--- src/ccs_regs.svh ---
`ifndef CCS_REGS_SVH
`define CCS_REGS_SVH
// ----------------------------------------
// register addresses, first byte bits 6:3
// ----------------------------------------
`define CCS_ADDR_CTRL    4'h0
`define CCS_ADDR_ILR     4'h1
`define CCS_ADDR_LDR     4'h2
`define CCS_ADDR_RXGAIN  4'h4
`define CCS_ADDR_TXGAIN  4'h5
`define CCS_ADDR_RXSLOT  4'h9
`define CCS_ADDR_TXSLOT  4'hA
// ----------------------------------------
// reset values
// ----------------------------------------
`define CCS_CTRL_RST     8'h09
`define CCS_ZERO_RST     8'h00
`define CCS_SYNC_RST     14'h0002
`define CCS_POS_START    9'h1FF
// ----------------------------------------
// field positions
// ----------------------------------------
`define CCS_B1_PWR       7
`define CCS_B1_RD        2
`define CCS_B1_TWO       1
`define CCS_CT_LAW       5
`define CCS_CT_INV       4
`define CCS_CT_TIM       3
`define CCS_CT_DL        2
`define CCS_CT_AL        1
`define CCS_CT_PP        0
`define CCS_SL_EN        7
`define CCS_SL_PS        6
`define CCS_LATCH_MASK   8'hFC
// ----------------------------------------
// synchroniser lanes
// ----------------------------------------
`define CCS_SY_CTRL_CLOCK      0
`define CCS_SY_CS        1
`define CCS_SY_CI        2
`define CCS_SY_BCLK      3
`define CCS_SY_FSX       4
`define CCS_SY_FSR       5
`define CCS_SY_DR0       6
`define CCS_SY_DR1       7
// ----------------------------------------
// counts and codes
// ----------------------------------------
`define CCS_BIT_FIRST    3'h0
`define CCS_BIT_LAST     3'h7
`define CCS_FRAME_WAIT   2'h2
`define CCS_DIV_512K     10'h040
`define CCS_DIV_1M5      10'h0C0
`define CCS_DIV_2M0      10'h100
`define CCS_DIV_4M0      10'h200
`define CCS_MU_POS       8'h80
`define CCS_MU_NEG       8'h00
`define CCS_AI_POS       8'hAA
`define CCS_AI_NEG       8'h2A
`define CCS_AN_POS       8'hFF
`define CCS_AN_NEG       8'h7F
`endif

--- src/ccs_pkg.sv ---
package ccs_pkg;
    typedef enum logic {CP_BYTE1, CP_BYTE2} ccs_cp_state_t;
endpackage : ccs_pkg

--- src/ccs_codec_config.sv ---
`include "ccs_regs.svh"
`timescale 1ns/100ps
`default_nettype none
module ccs_codec_config (
    input  wire logic       I_CLK,
    input  wire logic       I_RST_N,
    input  wire logic       I_CTRL_CLOCK,
    input  wire logic       I_CS_N,
    input  wire logic       I_CI,
    output logic            O_CO,
    output logic            O_CO_OE,
    input  wire logic       I_BCLK,
    input  wire logic       I_TX_FRAME_SYNC,
    input  wire logic       I_RX_FRAME_SYNC,
    input  wire logic       I_RX_PCM_IN_0,
    input  wire logic       I_RX_PCM_IN_1,
    output logic            O_TX_PCM_OUT_0,
    output logic            O_TX_PCM_OUT_1,
    output logic            O_TX_PCM_OE_0,
    output logic            O_TX_PCM_OE_1,
    input  wire logic [5:0] I_LATCH_PIN,
    output logic      [5:0] O_LATCH_PIN,
    output logic      [5:0] O_LATCH_OE,
    input  wire logic [7:0] I_TX_CODE,
    output logic      [7:0] O_RX_CODE,
    output logic            O_RX_CODE_VALID,
    output logic            O_SLEEP_STATE,
    output logic            O_AMP_ON,
    output logic      [9:0] O_MCLK_DIV,
    output logic            O_LAW_A,
    output logic            O_EVEN_INVERT,
    output logic            O_TIMING_DELAYED,
    output logic            O_LOOP_DIGITAL,
    output logic            O_LOOP_WAVE_PATH,
    output logic            O_RX_ANALOG_MUTE,
    output logic      [7:0] O_TX_GAIN,
    output logic      [7:0] O_FULL_POS,
    output logic      [7:0] O_FULL_NEG
);
    // ----------------------------------------
    // slot match
    // ----------------------------------------
    function automatic logic slot_hit(input logic [8:0] pos,
                                      input logic [7:0] asg,
                                      input logic       non_del);
        logic [5:0] want;
        want     = non_del ? 6'h00 : asg[5:0];
        slot_hit = asg[`CCS_SL_EN] && (pos[8:3] == want);
    endfunction : slot_hit

    // ----------------------------------------
    // input synchronisers
    // ----------------------------------------
    logic [13:0] s1_reg;
    logic [13:0] s2_reg;
    logic [13:0] s3_reg;
    wire  [13:0] raw = {I_LATCH_PIN, I_RX_PCM_IN_1, I_RX_PCM_IN_0,
                        I_RX_FRAME_SYNC, I_TX_FRAME_SYNC, I_BCLK,
                        I_CI, I_CS_N, I_CTRL_CLOCK};

    always_ff @(posedge I_CLK or negedge I_RST_N) begin
        if (!I_RST_N) begin
            s1_reg <= `CCS_SYNC_RST;
            s2_reg <= `CCS_SYNC_RST;
            s3_reg <= `CCS_SYNC_RST;
        end else begin
            s1_reg <= raw;
            s2_reg <= s1_reg;
            s3_reg <= s2_reg;
        end
    end

    wire cs_n      = s2_reg[`CCS_SY_CS];
    wire ci        = s2_reg[`CCS_SY_CI];
    wire cs_rise   = s2_reg[`CCS_SY_CS] & ~s3_reg[`CCS_SY_CS];
    wire ctrl_clock_fall = ~s2_reg[`CCS_SY_CTRL_CLOCK] & s3_reg[`CCS_SY_CTRL_CLOCK];
    wire ctrl_clock_rise = s2_reg[`CCS_SY_CTRL_CLOCK] & ~s3_reg[`CCS_SY_CTRL_CLOCK];
    wire bclk_rise = s2_reg[`CCS_SY_BCLK] & ~s3_reg[`CCS_SY_BCLK];
    wire bclk_fall = ~s2_reg[`CCS_SY_BCLK] & s3_reg[`CCS_SY_BCLK];
    wire fsx_rise  = s2_reg[`CCS_SY_FSX] & ~s3_reg[`CCS_SY_FSX];
    wire fsr_rise  = s2_reg[`CCS_SY_FSR] & ~s3_reg[`CCS_SY_FSR];
    wire [5:0] lin = s2_reg[13:8];

    // ----------------------------------------
    // serial control port
    // ----------------------------------------
    ccs_pkg::ccs_cp_state_t cp_state_reg;
    logic [2:0] bit_cnt_reg;
    logic [7:0] sh_in_reg;
    logic [3:0] addr_reg;
    logic       rd_reg;
    logic [7:0] out_sh_reg;
    logic       co_reg;
    logic       sleep_reg;
    logic [7:0] ctrl_reg;
    logic [7:0] ldr_reg;
    logic [7:0] ilr_reg;
    logic [7:0] tx_gain_reg;
    logic [7:0] rx_gain_reg;
    logic [7:0] tx_wr_reg;
    logic [7:0] rx_wr_reg;
    logic [7:0] rx_code_reg;

    wire [7:0] byte_in   = {sh_in_reg[6:0], ci};
    wire       in_b2     = (cp_state_reg == ccs_pkg::CP_BYTE2);
    wire       byte_done = ctrl_clock_fall & ~cs_n & (bit_cnt_reg == `CCS_BIT_LAST);
    wire       b1_done   = byte_done & ~in_b2;
    wire       b1_two    = b1_done & byte_in[`CCS_B1_TWO];
    wire [3:0] b1_addr   = byte_in[6:3];
    wire       wr_stb    = byte_done & in_b2 & ~rd_reg;
    wire       wr_ctrl   = wr_stb & (addr_reg == `CCS_ADDR_CTRL);
    wire       wr_ldr    = wr_stb & (addr_reg == `CCS_ADDR_LDR);
    wire       wr_ilr    = wr_stb & (addr_reg == `CCS_ADDR_ILR);
    wire       wr_txg    = wr_stb & (addr_reg == `CCS_ADDR_TXGAIN);
    wire       wr_rxg    = wr_stb & (addr_reg == `CCS_ADDR_RXGAIN);
    wire       wr_txs    = wr_stb & (addr_reg == `CCS_ADDR_TXSLOT);
    wire       wr_rxs    = wr_stb & (addr_reg == `CCS_ADDR_RXSLOT);

    // latch pins and mixed readback
    logic [7:0] latch_rd;
    assign latch_rd[1:0] = 2'h0;
    genvar k;
    generate
        for (k = 0; k < 6; k++) begin : g_latch
            assign O_LATCH_PIN[k]  = ilr_reg[7-k];
            assign O_LATCH_OE[k]   = ldr_reg[7-k];
            assign latch_rd[7-k]   = ldr_reg[7-k] ? ilr_reg[7-k]
                                                  : lin[k];
        end
    endgenerate

    wire [7:0] rd_mux =
        (b1_addr == `CCS_ADDR_CTRL)   ? ctrl_reg    :
        (b1_addr == `CCS_ADDR_LDR)    ? ldr_reg     :
        (b1_addr == `CCS_ADDR_ILR)    ? latch_rd    :
        (b1_addr == `CCS_ADDR_TXGAIN) ? tx_gain_reg :
        (b1_addr == `CCS_ADDR_RXGAIN) ? rx_gain_reg :
        (b1_addr == `CCS_ADDR_TXSLOT) ? tx_wr_reg   :
        (b1_addr == `CCS_ADDR_RXSLOT) ? rx_wr_reg   : `CCS_ZERO_RST;

    always_ff @(posedge I_CLK or negedge I_RST_N) begin
        if (!I_RST_N) begin
            cp_state_reg <= ccs_pkg::CP_BYTE1;
            bit_cnt_reg  <= `CCS_BIT_FIRST;
            sh_in_reg    <= `CCS_ZERO_RST;
            addr_reg     <= `CCS_ADDR_CTRL;
            rd_reg       <= 1'b0;
            out_sh_reg   <= `CCS_ZERO_RST;
            co_reg       <= 1'b0;
            sleep_reg    <= 1'b1;
        end else begin
            if (cs_n)
                bit_cnt_reg <= `CCS_BIT_FIRST;
            else if (ctrl_clock_fall)
                bit_cnt_reg <= 3'(bit_cnt_reg + 3'h1);
            if (ctrl_clock_fall & ~cs_n)
                sh_in_reg <= byte_in;
            if (b1_done)
                sleep_reg <= byte_in[`CCS_B1_PWR];
            case (cp_state_reg)
                ccs_pkg::CP_BYTE1: begin
                    if (b1_two) begin
                        cp_state_reg <= ccs_pkg::CP_BYTE2;
                        addr_reg     <= b1_addr;
                        rd_reg       <= byte_in[`CCS_B1_RD];
                        out_sh_reg   <= rd_mux;
                    end
                end
                ccs_pkg::CP_BYTE2: begin
                    if (byte_done)
                        cp_state_reg <= ccs_pkg::CP_BYTE1;
                    if (ctrl_clock_rise & ~cs_n & rd_reg) begin
                        co_reg     <= out_sh_reg[7];
                        out_sh_reg <= {out_sh_reg[6:0], 1'b0};
                    end
                end
                default: cp_state_reg <= ccs_pkg::CP_BYTE1;
            endcase
        end
    end

    assign O_CO    = co_reg;
    assign O_CO_OE = ~cs_n & in_b2 & rd_reg;

    // ----------------------------------------
    // programmable registers
    // ----------------------------------------
    always_ff @(posedge I_CLK or negedge I_RST_N) begin
        if (!I_RST_N) begin
            ctrl_reg    <= `CCS_CTRL_RST;
            ldr_reg     <= `CCS_ZERO_RST;
            ilr_reg     <= `CCS_ZERO_RST;
            tx_gain_reg <= `CCS_ZERO_RST;
            rx_gain_reg <= `CCS_ZERO_RST;
        end else begin
            if (wr_ctrl)
                ctrl_reg <= byte_in;
            if (wr_ldr)
                ldr_reg <= byte_in & `CCS_LATCH_MASK;
            if (wr_ilr)
                ilr_reg <= byte_in & `CCS_LATCH_MASK;
            if (wr_txg)
                tx_gain_reg <= byte_in;
            if (wr_rxg)
                rx_gain_reg <= byte_in;
        end
    end

    // ----------------------------------------
    // control decode
    // ----------------------------------------
    wire law_a   = ctrl_reg[`CCS_CT_LAW];
    wire no_inv  = ctrl_reg[`CCS_CT_INV];
    wire non_del = ctrl_reg[`CCS_CT_TIM];
    wire loop_dl = ctrl_reg[`CCS_CT_DL];

    assign O_MCLK_DIV = (ctrl_reg[7:6] == 2'h0) ? `CCS_DIV_512K :
                        (ctrl_reg[7:6] == 2'h1) ? `CCS_DIV_1M5  :
                        (ctrl_reg[7:6] == 2'h2) ? `CCS_DIV_2M0  :
                                                  `CCS_DIV_4M0;
    assign O_LAW_A          = law_a;
    assign O_EVEN_INVERT    = law_a & ~no_inv;
    assign O_FULL_POS = ~law_a ? `CCS_MU_POS :
                        no_inv ? `CCS_AN_POS : `CCS_AI_POS;
    assign O_FULL_NEG = ~law_a ? `CCS_MU_NEG :
                        no_inv ? `CCS_AN_NEG : `CCS_AI_NEG;
    assign O_TIMING_DELAYED = ~non_del;
    assign O_LOOP_DIGITAL   = loop_dl;
    assign O_LOOP_WAVE_PATH = ~loop_dl & ctrl_reg[`CCS_CT_AL];
    assign O_SLEEP_STATE    = sleep_reg;
    assign O_AMP_ON = ~(sleep_reg & ctrl_reg[`CCS_CT_PP]);
    // decoding never stops in loopback; only gain zero mutes
    assign O_RX_ANALOG_MUTE = (rx_gain_reg == `CCS_ZERO_RST);
    assign O_TX_GAIN        = tx_gain_reg;

    // ----------------------------------------
    // slot assignment staging
    // ----------------------------------------
    logic [7:0] tx_act_reg;
    logic [7:0] rx_act_reg;
    logic       tx_arm_reg;
    logic       rx_arm_reg;
    logic [1:0] tx_cnt_reg;
    logic [1:0] rx_cnt_reg;

    always_ff @(posedge I_CLK or negedge I_RST_N) begin
        if (!I_RST_N) begin
            tx_wr_reg  <= `CCS_ZERO_RST;
            rx_wr_reg  <= `CCS_ZERO_RST;
            tx_act_reg <= `CCS_ZERO_RST;
            rx_act_reg <= `CCS_ZERO_RST;
            tx_arm_reg <= 1'b0;
            rx_arm_reg <= 1'b0;
            tx_cnt_reg <= 2'h0;
            rx_cnt_reg <= 2'h0;
        end else begin
            if (wr_txs) begin
                tx_wr_reg  <= byte_in;
                tx_arm_reg <= 1'b1;
            end else if (cs_rise & tx_arm_reg) begin
                tx_arm_reg <= 1'b0;
                tx_cnt_reg <= `CCS_FRAME_WAIT;
            end else if (fsx_rise & (tx_cnt_reg != 2'h0)) begin
                tx_cnt_reg <= 2'(tx_cnt_reg - 2'h1);
                if (tx_cnt_reg == 2'h1)
                    tx_act_reg <= tx_wr_reg;
            end
            if (wr_rxs) begin
                rx_wr_reg  <= byte_in;
                rx_arm_reg <= 1'b1;
            end else if (cs_rise & rx_arm_reg) begin
                rx_arm_reg <= 1'b0;
                rx_cnt_reg <= `CCS_FRAME_WAIT;
            end else if (fsr_rise & (rx_cnt_reg != 2'h0)) begin
                rx_cnt_reg <= 2'(rx_cnt_reg - 2'h1);
                if (rx_cnt_reg == 2'h1)
                    rx_act_reg <= rx_wr_reg;
            end
        end
    end

    // ----------------------------------------
    // PCM highway, independent tx and rx frames
    // ----------------------------------------
    logic [8:0] tx_pos_reg;
    logic [8:0] rx_pos_reg;
    logic       tx_step_reg;
    logic       tx_on_reg;
    logic [7:0] tx_sh_reg;
    logic [7:0] rx_sh_reg;
    logic       rx_valid_reg;

    // fixed slot 0 unless delayed timing selected
    wire tx_hit = slot_hit(tx_pos_reg, tx_act_reg, non_del);
    wire rx_hit = slot_hit(rx_pos_reg, rx_act_reg, non_del);
    wire rx_bit = rx_act_reg[`CCS_SL_PS] ? s2_reg[`CCS_SY_DR1]
                                         : s2_reg[`CCS_SY_DR0];
    wire [7:0] rx_byte = {rx_sh_reg[6:0], rx_bit};
    wire [7:0] tx_src  = loop_dl ? rx_code_reg : I_TX_CODE;
    wire tx_slot_go = tx_step_reg & (tx_pos_reg[2:0] == `CCS_BIT_FIRST);

    always_ff @(posedge I_CLK or negedge I_RST_N) begin
        if (!I_RST_N) begin
            tx_pos_reg   <= `CCS_POS_START;
            rx_pos_reg   <= `CCS_POS_START;
            tx_step_reg  <= 1'b0;
            tx_on_reg    <= 1'b0;
            tx_sh_reg    <= `CCS_ZERO_RST;
            rx_sh_reg    <= `CCS_ZERO_RST;
            rx_code_reg  <= `CCS_ZERO_RST;
            rx_valid_reg <= 1'b0;
        end else begin
            // each counter restarts on its own sync
            if (fsx_rise)
                tx_pos_reg <= `CCS_POS_START;
            else if (bclk_rise)
                tx_pos_reg <= 9'(tx_pos_reg + 9'h001);
            if (fsr_rise)
                rx_pos_reg <= `CCS_POS_START;
            else if (bclk_rise)
                rx_pos_reg <= 9'(rx_pos_reg + 9'h001);
            tx_step_reg <= bclk_rise;
            if (tx_slot_go) begin
                tx_on_reg <= tx_hit & ~sleep_reg;
                tx_sh_reg <= tx_src;
            end else if (tx_step_reg) begin
                tx_sh_reg <= {tx_sh_reg[6:0], 1'b0};
            end
            rx_valid_reg <= 1'b0;
            if (bclk_fall & rx_hit) begin
                rx_sh_reg <= rx_byte;
                if (rx_pos_reg[2:0] == `CCS_BIT_LAST) begin
                    rx_code_reg  <= rx_byte;
                    rx_valid_reg <= 1'b1;
                end
            end
        end
    end

    assign O_TX_PCM_OUT_0  = tx_sh_reg[7];
    assign O_TX_PCM_OUT_1  = tx_sh_reg[7];
    assign O_TX_PCM_OE_0   = tx_on_reg & ~tx_act_reg[`CCS_SL_PS];
    assign O_TX_PCM_OE_1   = tx_on_reg & tx_act_reg[`CCS_SL_PS];
    assign O_RX_CODE       = rx_code_reg;
    assign O_RX_CODE_VALID = rx_valid_reg;

    // ----------------------------------------
    // assertions
    // ----------------------------------------
    co_drive_a: assert property (@(posedge I_CLK) disable iff (!I_RST_N)
        O_CO_OE && !ctrl_clock_rise |=> $stable(O_CO))
        else $error("control output moved off a clock rise");
    port_excl_a: assert property (@(posedge I_CLK) disable iff (!I_RST_N)
        !(O_TX_PCM_OE_0 && O_TX_PCM_OE_1))
        else $error("both transmit ports enabled");
    slot_hold_a: assert property (@(posedge I_CLK) disable iff (!I_RST_N)
        $changed(tx_act_reg) |-> $past(fsx_rise) && $past(tx_cnt_reg) == 2'h1)
        else $error("assignment changed off frame");
    mute_code_a: assert property (@(posedge I_CLK) disable iff (!I_RST_N)
        wr_rxg && byte_in == 8'h00 |=> O_RX_ANALOG_MUTE)
        else $error("zero gain did not mute");
    loop_src_a: assert property (@(posedge I_CLK) disable iff (!I_RST_N)
        tx_slot_go && loop_dl |=> tx_sh_reg == $past(rx_code_reg))
        else $error("loopback byte not sent");
    latch_dir_a: assert property (@(posedge I_CLK) disable iff (!I_RST_N)
        wr_ldr |=> O_LATCH_OE[0] == $past(byte_in[7])
                   && O_LATCH_OE[5] == $past(byte_in[2]))
        else $error("latch direction order wrong");
    ctrl_wr_a: assert property (@(posedge I_CLK) disable iff (!I_RST_N)
        wr_ctrl |=> ctrl_reg == $past(byte_in) && !in_b2)
        else $error("control byte not stored");
    slot_num_a: assert property (@(posedge I_CLK) disable iff (!I_RST_N)
        $rose(tx_on_reg) && !non_del |-> tx_pos_reg[8:3] == tx_act_reg[5:0])
        else $error("transmit in wrong slot");
endmodule : ccs_codec_config
`default_nettype wire

--- config.mk ---
export PLATFORM = sky130hd
export DESIGN_NAME = ccs_codec_config
export DESIGN_NICKNAME = d
export VERILOG_FILES = /design/src/ccs_pkg.sv /design/src/ccs_codec_config.sv
export VERILOG_INCLUDE_DIRS = /design/src
export SDC_FILE = /design/constraint.sdc
export NUM_CORES = 1
export LEC_CHECK = 0
export BUFFER_PORTS_ARGS = -buffer_cell sky130_fd_sc_hd__buf_2
export CAP_MARGIN = 20
export CORE_AREA = 2 2 185 187
export DETAILED_ROUTE_END_ITERATION = 8
export DIE_AREA = 0 0 187 189
export RECOVER_POWER = 100
export SETUP_SLACK_MARGIN = 0.2
export SYNTH_ARGS = -nofsm -noshare
export SYNTH_HDL_FRONTEND = slang
export SYNTH_SLANG_ARGS = --single-unit
--- constraint.sdc ---
create_clock -name I_CLK -period 2.1 [get_ports I_CLK]
set_clock_uncertainty 0.05 [all_clocks]
set_input_delay 0.21 -clock I_CLK [delete_from_list [all_inputs] [get_ports I_CLK]]
set_output_delay 0.21 -clock I_CLK [all_outputs]
set_load 0.01 [all_outputs]
## Yosys cells after proc, flatten, opt, wreduce, memory -nomap -nowiden

Cells that the tools add are included.

- $add $sub $neg: 5
- Equal/unequal tests: 22
- Mux-type cells: 48
- Bitwise logic cells: 56
- Reductions and logical operators: 25

Operator list:

| kind | number |
|---|---|
| 8-bit two-way mux | 12 |
| 1-bit bitwise AND | 36 |
| 9-bit two-way mux | 4 |
| 10-bit two-way mux | 3 |
| 7-bit two-way mux | 4 |
| 1-bit inverter | 20 |
| 2-bit nonzero test | 10 |
| 9-bit by 1-bit adder with 9-bit output (second input constant) | 2 |
| 4-bit by 3-bit equality test with 1-bit output (second input constant) | 4 |
| 4-bit equality test (second input constant) | 4 |
| 8-bit one-hot mux with 2 select lines | 1 |
| 1-bit two-way mux | 15 |
| 6-bit equality test | 2 |
| 6-bit two-way mux | 2 |
| 2-bit AND reduction | 6 |
| 4-bit by 1-bit equality test with 1-bit output (second input constant) | 2 |
| 4-bit by 2-bit equality test with 1-bit output (second input constant) | 2 |
| 4-bit zero test | 2 |
| 8-bit zero test | 1 |
| 2-bit two-way mux | 4 |
| 4-bit AND reduction | 2 |
| 2-bit by 1-bit equality test with 1-bit output (second input constant) | 3 |
| 3-bit equality test (second input constant) | 2 |
| 3-bit two-way mux | 2 |
| other kinds (9) | 11 |

- Flip-flop bits (word level): 178
- Output and inout bits: 69

## Logic depth before layout (Yosys ltp)

- Depth in word-level cells: 10
- Depth in mapped cells: 8
- Gate-level depth less buffers: 7

## Least setup slack after synthesis

OpenSTA, ideal clock, no wires.

- Path kind: register to register
- Start point: register bit_cnt_reg[0]
- End point: register tx_act_reg[0]
- Arrival: 1.894 ns
- Slack: 0.030 ns
- Cell stages (with the launch flop): 8
- Period minus slack after synthesis: 2.070 ns
- Path through: dfrtp_1 ha_1 ha_1 nand3b_1 nor3_2 a311o_2 nor2_8 mux2_4

- Longest elaborated chain between the ends: 7

Ends and longest elaborated chain:

| item | line | source |
|---|---|---|
| from (decl) | ccs_codec_config.sv:88 | `logic [2:0] bit_cnt_reg;` |
| from (signal assigned) | ccs_codec_config.sv:144 | `` bit_cnt_reg <= `CCS_BIT_FIRST; `` |
| from (signal assigned) | ccs_codec_config.sv:153 | `` bit_cnt_reg <= `CCS_BIT_FIRST; `` |
| from (signal assigned) | ccs_codec_config.sv:155 | `bit_cnt_reg <= 3'(bit_cnt_reg + 3'h1);` |
| 3-bit equality test (no line) | n/a |  |
| 1-bit bitwise AND | ccs_codec_config.sv:106 | `` wire byte_done = ctrl_clock_fall & ~cs_n & (bit_cnt_reg == `CCS_BIT_LAST); `` |
| 1-bit bitwise AND (2 in series) | ccs_codec_config.sv:110 | `wire wr_stb = byte_done & in_b2 & ~rd_reg;` |
| 1-bit bitwise AND | ccs_codec_config.sv:116 | `` wire wr_txs = wr_stb & (addr_reg == `CCS_ADDR_TXSLOT); `` |
| 1-bit inverter (no line) | n/a |  |
| 4-bit AND reduction (no line) | n/a |  |
| to (signal assigned) | ccs_codec_config.sv:250 | `` tx_act_reg <= `CCS_ZERO_RST; `` |
| to (signal assigned) | ccs_codec_config.sv:266 | `tx_act_reg <= tx_wr_reg;` |
| to (decl) | ccs_codec_config.sv:239 | `logic [7:0] tx_act_reg;` |

Every way passes these cells.
A chain may end at the register's enable or synchronous reset.

## Worst setup path in the final report

- Start point: register rx_pos_reg[5]
- End point: register rx_sh_reg[0]

- Longest elaborated chain between the ends: 3

Ends and longest elaborated chain:

| item | line | source |
|---|---|---|
| from (decl) | ccs_codec_config.sv:286 | `logic [8:0] rx_pos_reg;` |
| from (signal assigned) | ccs_codec_config.sv:305 | `` rx_pos_reg <= `CCS_POS_START; `` |
| from (signal assigned) | ccs_codec_config.sv:319 | `` rx_pos_reg <= `CCS_POS_START; `` |
| from (signal assigned) | ccs_codec_config.sv:321 | `rx_pos_reg <= 9'(rx_pos_reg + 9'h001);` |
| 6-bit equality test | ccs_codec_config.sv:48 | `` slot_hit = asg[`CCS_SL_EN] && (pos[8:3] == want); `` |
| 1-bit logical AND | ccs_codec_config.sv:48 |  |
| 1-bit bitwise AND | ccs_codec_config.sv:330 | `if (bclk_fall & rx_hit) begin` |
| to (signal assigned) | ccs_codec_config.sv:309 | `` rx_sh_reg <= `CCS_ZERO_RST; `` |
| to (signal assigned) | ccs_codec_config.sv:331 | `rx_sh_reg <= rx_byte;` |
| to (decl) | ccs_codec_config.sv:290 | `logic [7:0] rx_sh_reg;` |

Every way passes these cells.

==> results.cfg <==
[die]
die_w_um = 187
num_rows = 67
start_util_pct = 24.68
core-area_mm2 = 0.03328
die_h_um = 189
dieArea_mm2 = 0.03534
ios = 93

[detailed_routing]
via_per_inst = 4.345
drt_first_pass_iters = 4
ant_nets = 0
routed_wl_um = 19500
first_iter_violations = 249
drc_errors = 0
vias = 5518
routedWlPerCell_um = 15.35

[setup_path]
r2r-start = rx_pos_reg[5]
path_max_fanout = 7
r2r_cells = 5
worstPathArrival_ps = 2310
reg2reg_slack_ps = 50
path_class = reg -> reg
r2r-end = rx_sh_reg[0]
endpoint_kind = register
worstSetupStartpointType = register
required_ps = 2370

[global_route]
grt_pass1_vias = 5585
grt_util_all_layers_pct = 11.24
antenna_found_initial = 0
grt_first_pass_wirelength_um = 31550
grt_max_degree = 62
grt-ovfl-total = 0

[timing]
hold_viol_final = 0
slew_headroom_pct = 38.95
fmax_mhz = 488.2
finalCritPeriodShare_pct = 97.53
grt_setup_unrepaired = yes
finalMaxSlewViolations = 0
period_needed_ps = 2048
tightest_slew_ps = 915.8
finalSetupViolCount = 0

[placement]
port_buffers = 84
routabilityCongestion = 0.8139
dp_hpwl_um = 13680
dpl.cell_count = 1200

[cts]
clkTransAtPathRegs_ps = 70
clkSinkCount = 177
cts_tree = done
clock_path_buffers = 2
h-tree-depth = 4
cts_root_buf = clkbuf_16
cts_buffers = 17
clock_latency_ps = 440

[pwr]
finalPower_mw = 9.406
vdd_drop_max_uv = 575.2
powerDensity_mw_per_mm2 = 904.5
cellLeakagePower_nw = 4.719

[synthesis]
ys_types = 65
synthCells = 672
yosysSeqAreaShare_pct = 54.29
ys_ff_latch = 177
synth_area_mm2 = 0.008214
synth_enable_flop_cells = 0
async_reset_ff_share_pct = 100.0
ys_top_cells_by_area = dfrtp_1, mux2_2, dfstp_2, mux2i_1, nand2_1
avgSynthCellArea_um2 = 12.22
yosysWarningCount = 0
yosysTopAreaCell = dfrtp_1
netlist.area_leader.share_pct = 46.61
ys.flop_type = dfrtp_1

[layout]
final_common_cell = dfrtp_1
drive_above_1_share_pct = 32.85
final_cells = 1270
area_delta_synth_final_pct = 26.61
num_antenna_cells = 0
layout_common_cells = dfrtp_1, clkbuf_1, nand2_1
nNetsFinal = 843

[job]
maxCapViolCount = 0

[run_status]
run_status = complete, no violations

[min_path]
hp-class = in -> reg
whs_path_depth = 3
whs_endpoint = tx_sh_reg[0]
hp-start = I_TX_CODE[0]
[worst max-delay path by stage]
stage | slack [ps] | end | startpoint | cells past startpoint
after detailed placement | 40 | tx_act_reg[1] | bit_cnt_reg[0] | 7
after floorplan | 120 | rx_act_reg[0] | bit_cnt_reg[0] | 8
after global placement | 80 | tx_act_reg[6] | bit_cnt_reg[0] | 7
final | 50 | rx_sh_reg[0] | rx_pos_reg[5] | 5
after CTS | 60 | tx_act_reg[1] | bit_cnt_reg[1] | 7
after global routing | -20 | tx_act_reg[1] | bit_cnt_reg[1] | 7
[metal layers]
layer	part of all wire (%)	vias up	GRT usage, %	routed length [µm]
met1	49	2772	15.49	9510
met2	47	109	17.79	9105
met5	0	-	0	0
met3	3.5	16	2.632	676
met4	1.1	0	2.869	205
li1	-	2621	-	-
[logic make-up (layout without fill, tap and decap cells)]
group / Yosys count / after routing / synth area share, %
simple gates: 179 / 179 / 12.43
other cells: 2 / 8 / 0.09143
mux: 128 / 128 / 17.82
flops: 177 / 177 / 54.29
compound gates: 88 / 88 / 7.159
xor+xnor: 21 / 21 / 2.239
fa+ha+maj: 10 / 10 / 1.523
buf+inv: 67 / 211 / 4.448
[synth_stat cells (all sizes together) (2+ instances only)]
| library cell | count |
|---|---|
| xnor2 | 10 |
| buf | 34 |
| nor2b | 15 |
| nand2 | 66 |
| mux2 | 101 |
| dfrtp | 153 |
| or3b | 2 |
| a21oi | 17 |
| nor4bb | 3 |
| inv | 16 |
| nor3b | 4 |
| conb | 2 |
| nand2b | 10 |
| mux2i | 27 |
| dfstp | 24 |
| and4 | 2 |
| and3 | 11 |
| nor2 | 25 |
| or4 | 2 |
| o21a | 2 |
| clkbuf | 17 |
| o32ai | 6 |
| and3b | 5 |
| and2 | 6 |
| nand3b | 2 |
| xor2 | 11 |
| nand3 | 6 |
| o22ai | 3 |
| a22oi | 7 |
| a22o | 2 |
| a221oi | 5 |
| a31oi | 8 |
| nand4 | 8 |
| ha | 10 |
| nor3 | 7 |
| o21ai | 26 |
| and4bb | 2 |
[power breakdown]
part | leakage [nW] | total [mW] | switching, mW | internal [mW]
clock network | 0.300 | 3.39 | 1.43 | 1.96
registers | 2.30 | 4.21 | 0.444 | 3.76
logic | 2.12 | 1.81 | 0.938 | 0.868
[critical path, stage by stage (launching register included)]
cell,delay [ps]
dfstp_1,700
and4bb_2,280
a31oi_2,200
o32ai_4,150
nand3_2,230
mux2_4,330
[area by class of cell]
class	instances	area, µm²
Multi-Input combinational cell	434	3700
Clock buffer	19	452.9
Inverter	16	60.06
Timing Repair Buffer	163	985.9
Tap cell	448	560.5
Sequential cell	177	4466
Clock inverter	13	175.2
Fill cell	3447	22880
[per-stage QoR]
stage / util, % / hold WS, ps / instance area (µm²) / setup WS [ps] / setup TNS (ps)
2_1_floorplan: - / -135.6 / 8264 / 121.3 / 0
3_3_place_gp: 27.99 / 86.21 / 9315 / 84.66 / 0
3_5_place_dp: 27.99 / 84.79 / 9315 / 40.41 / 0
4_1_cts: 31.01 / 4.460 / 10320 / 58.67 / 0
5_1_grt: 31.25 / 12.42 / 10400 / -20.38 / -153.9
6_report: 31.25 / 12.40 / 10400 / 51.77 / 0
[timing repair]
item / in CTS / in global routing
buffers inserted: 15 / 7
resized for setup: 23 / 78
cloned: 0 / 1
endpoints found under the hold margin: 145 / 0
pin swaps: 5 / 3
endpoints found under the setup margin: 68 / 88
hold buffers: 15 / 0
Note: power is estimated with default switching activity, not from simulation.
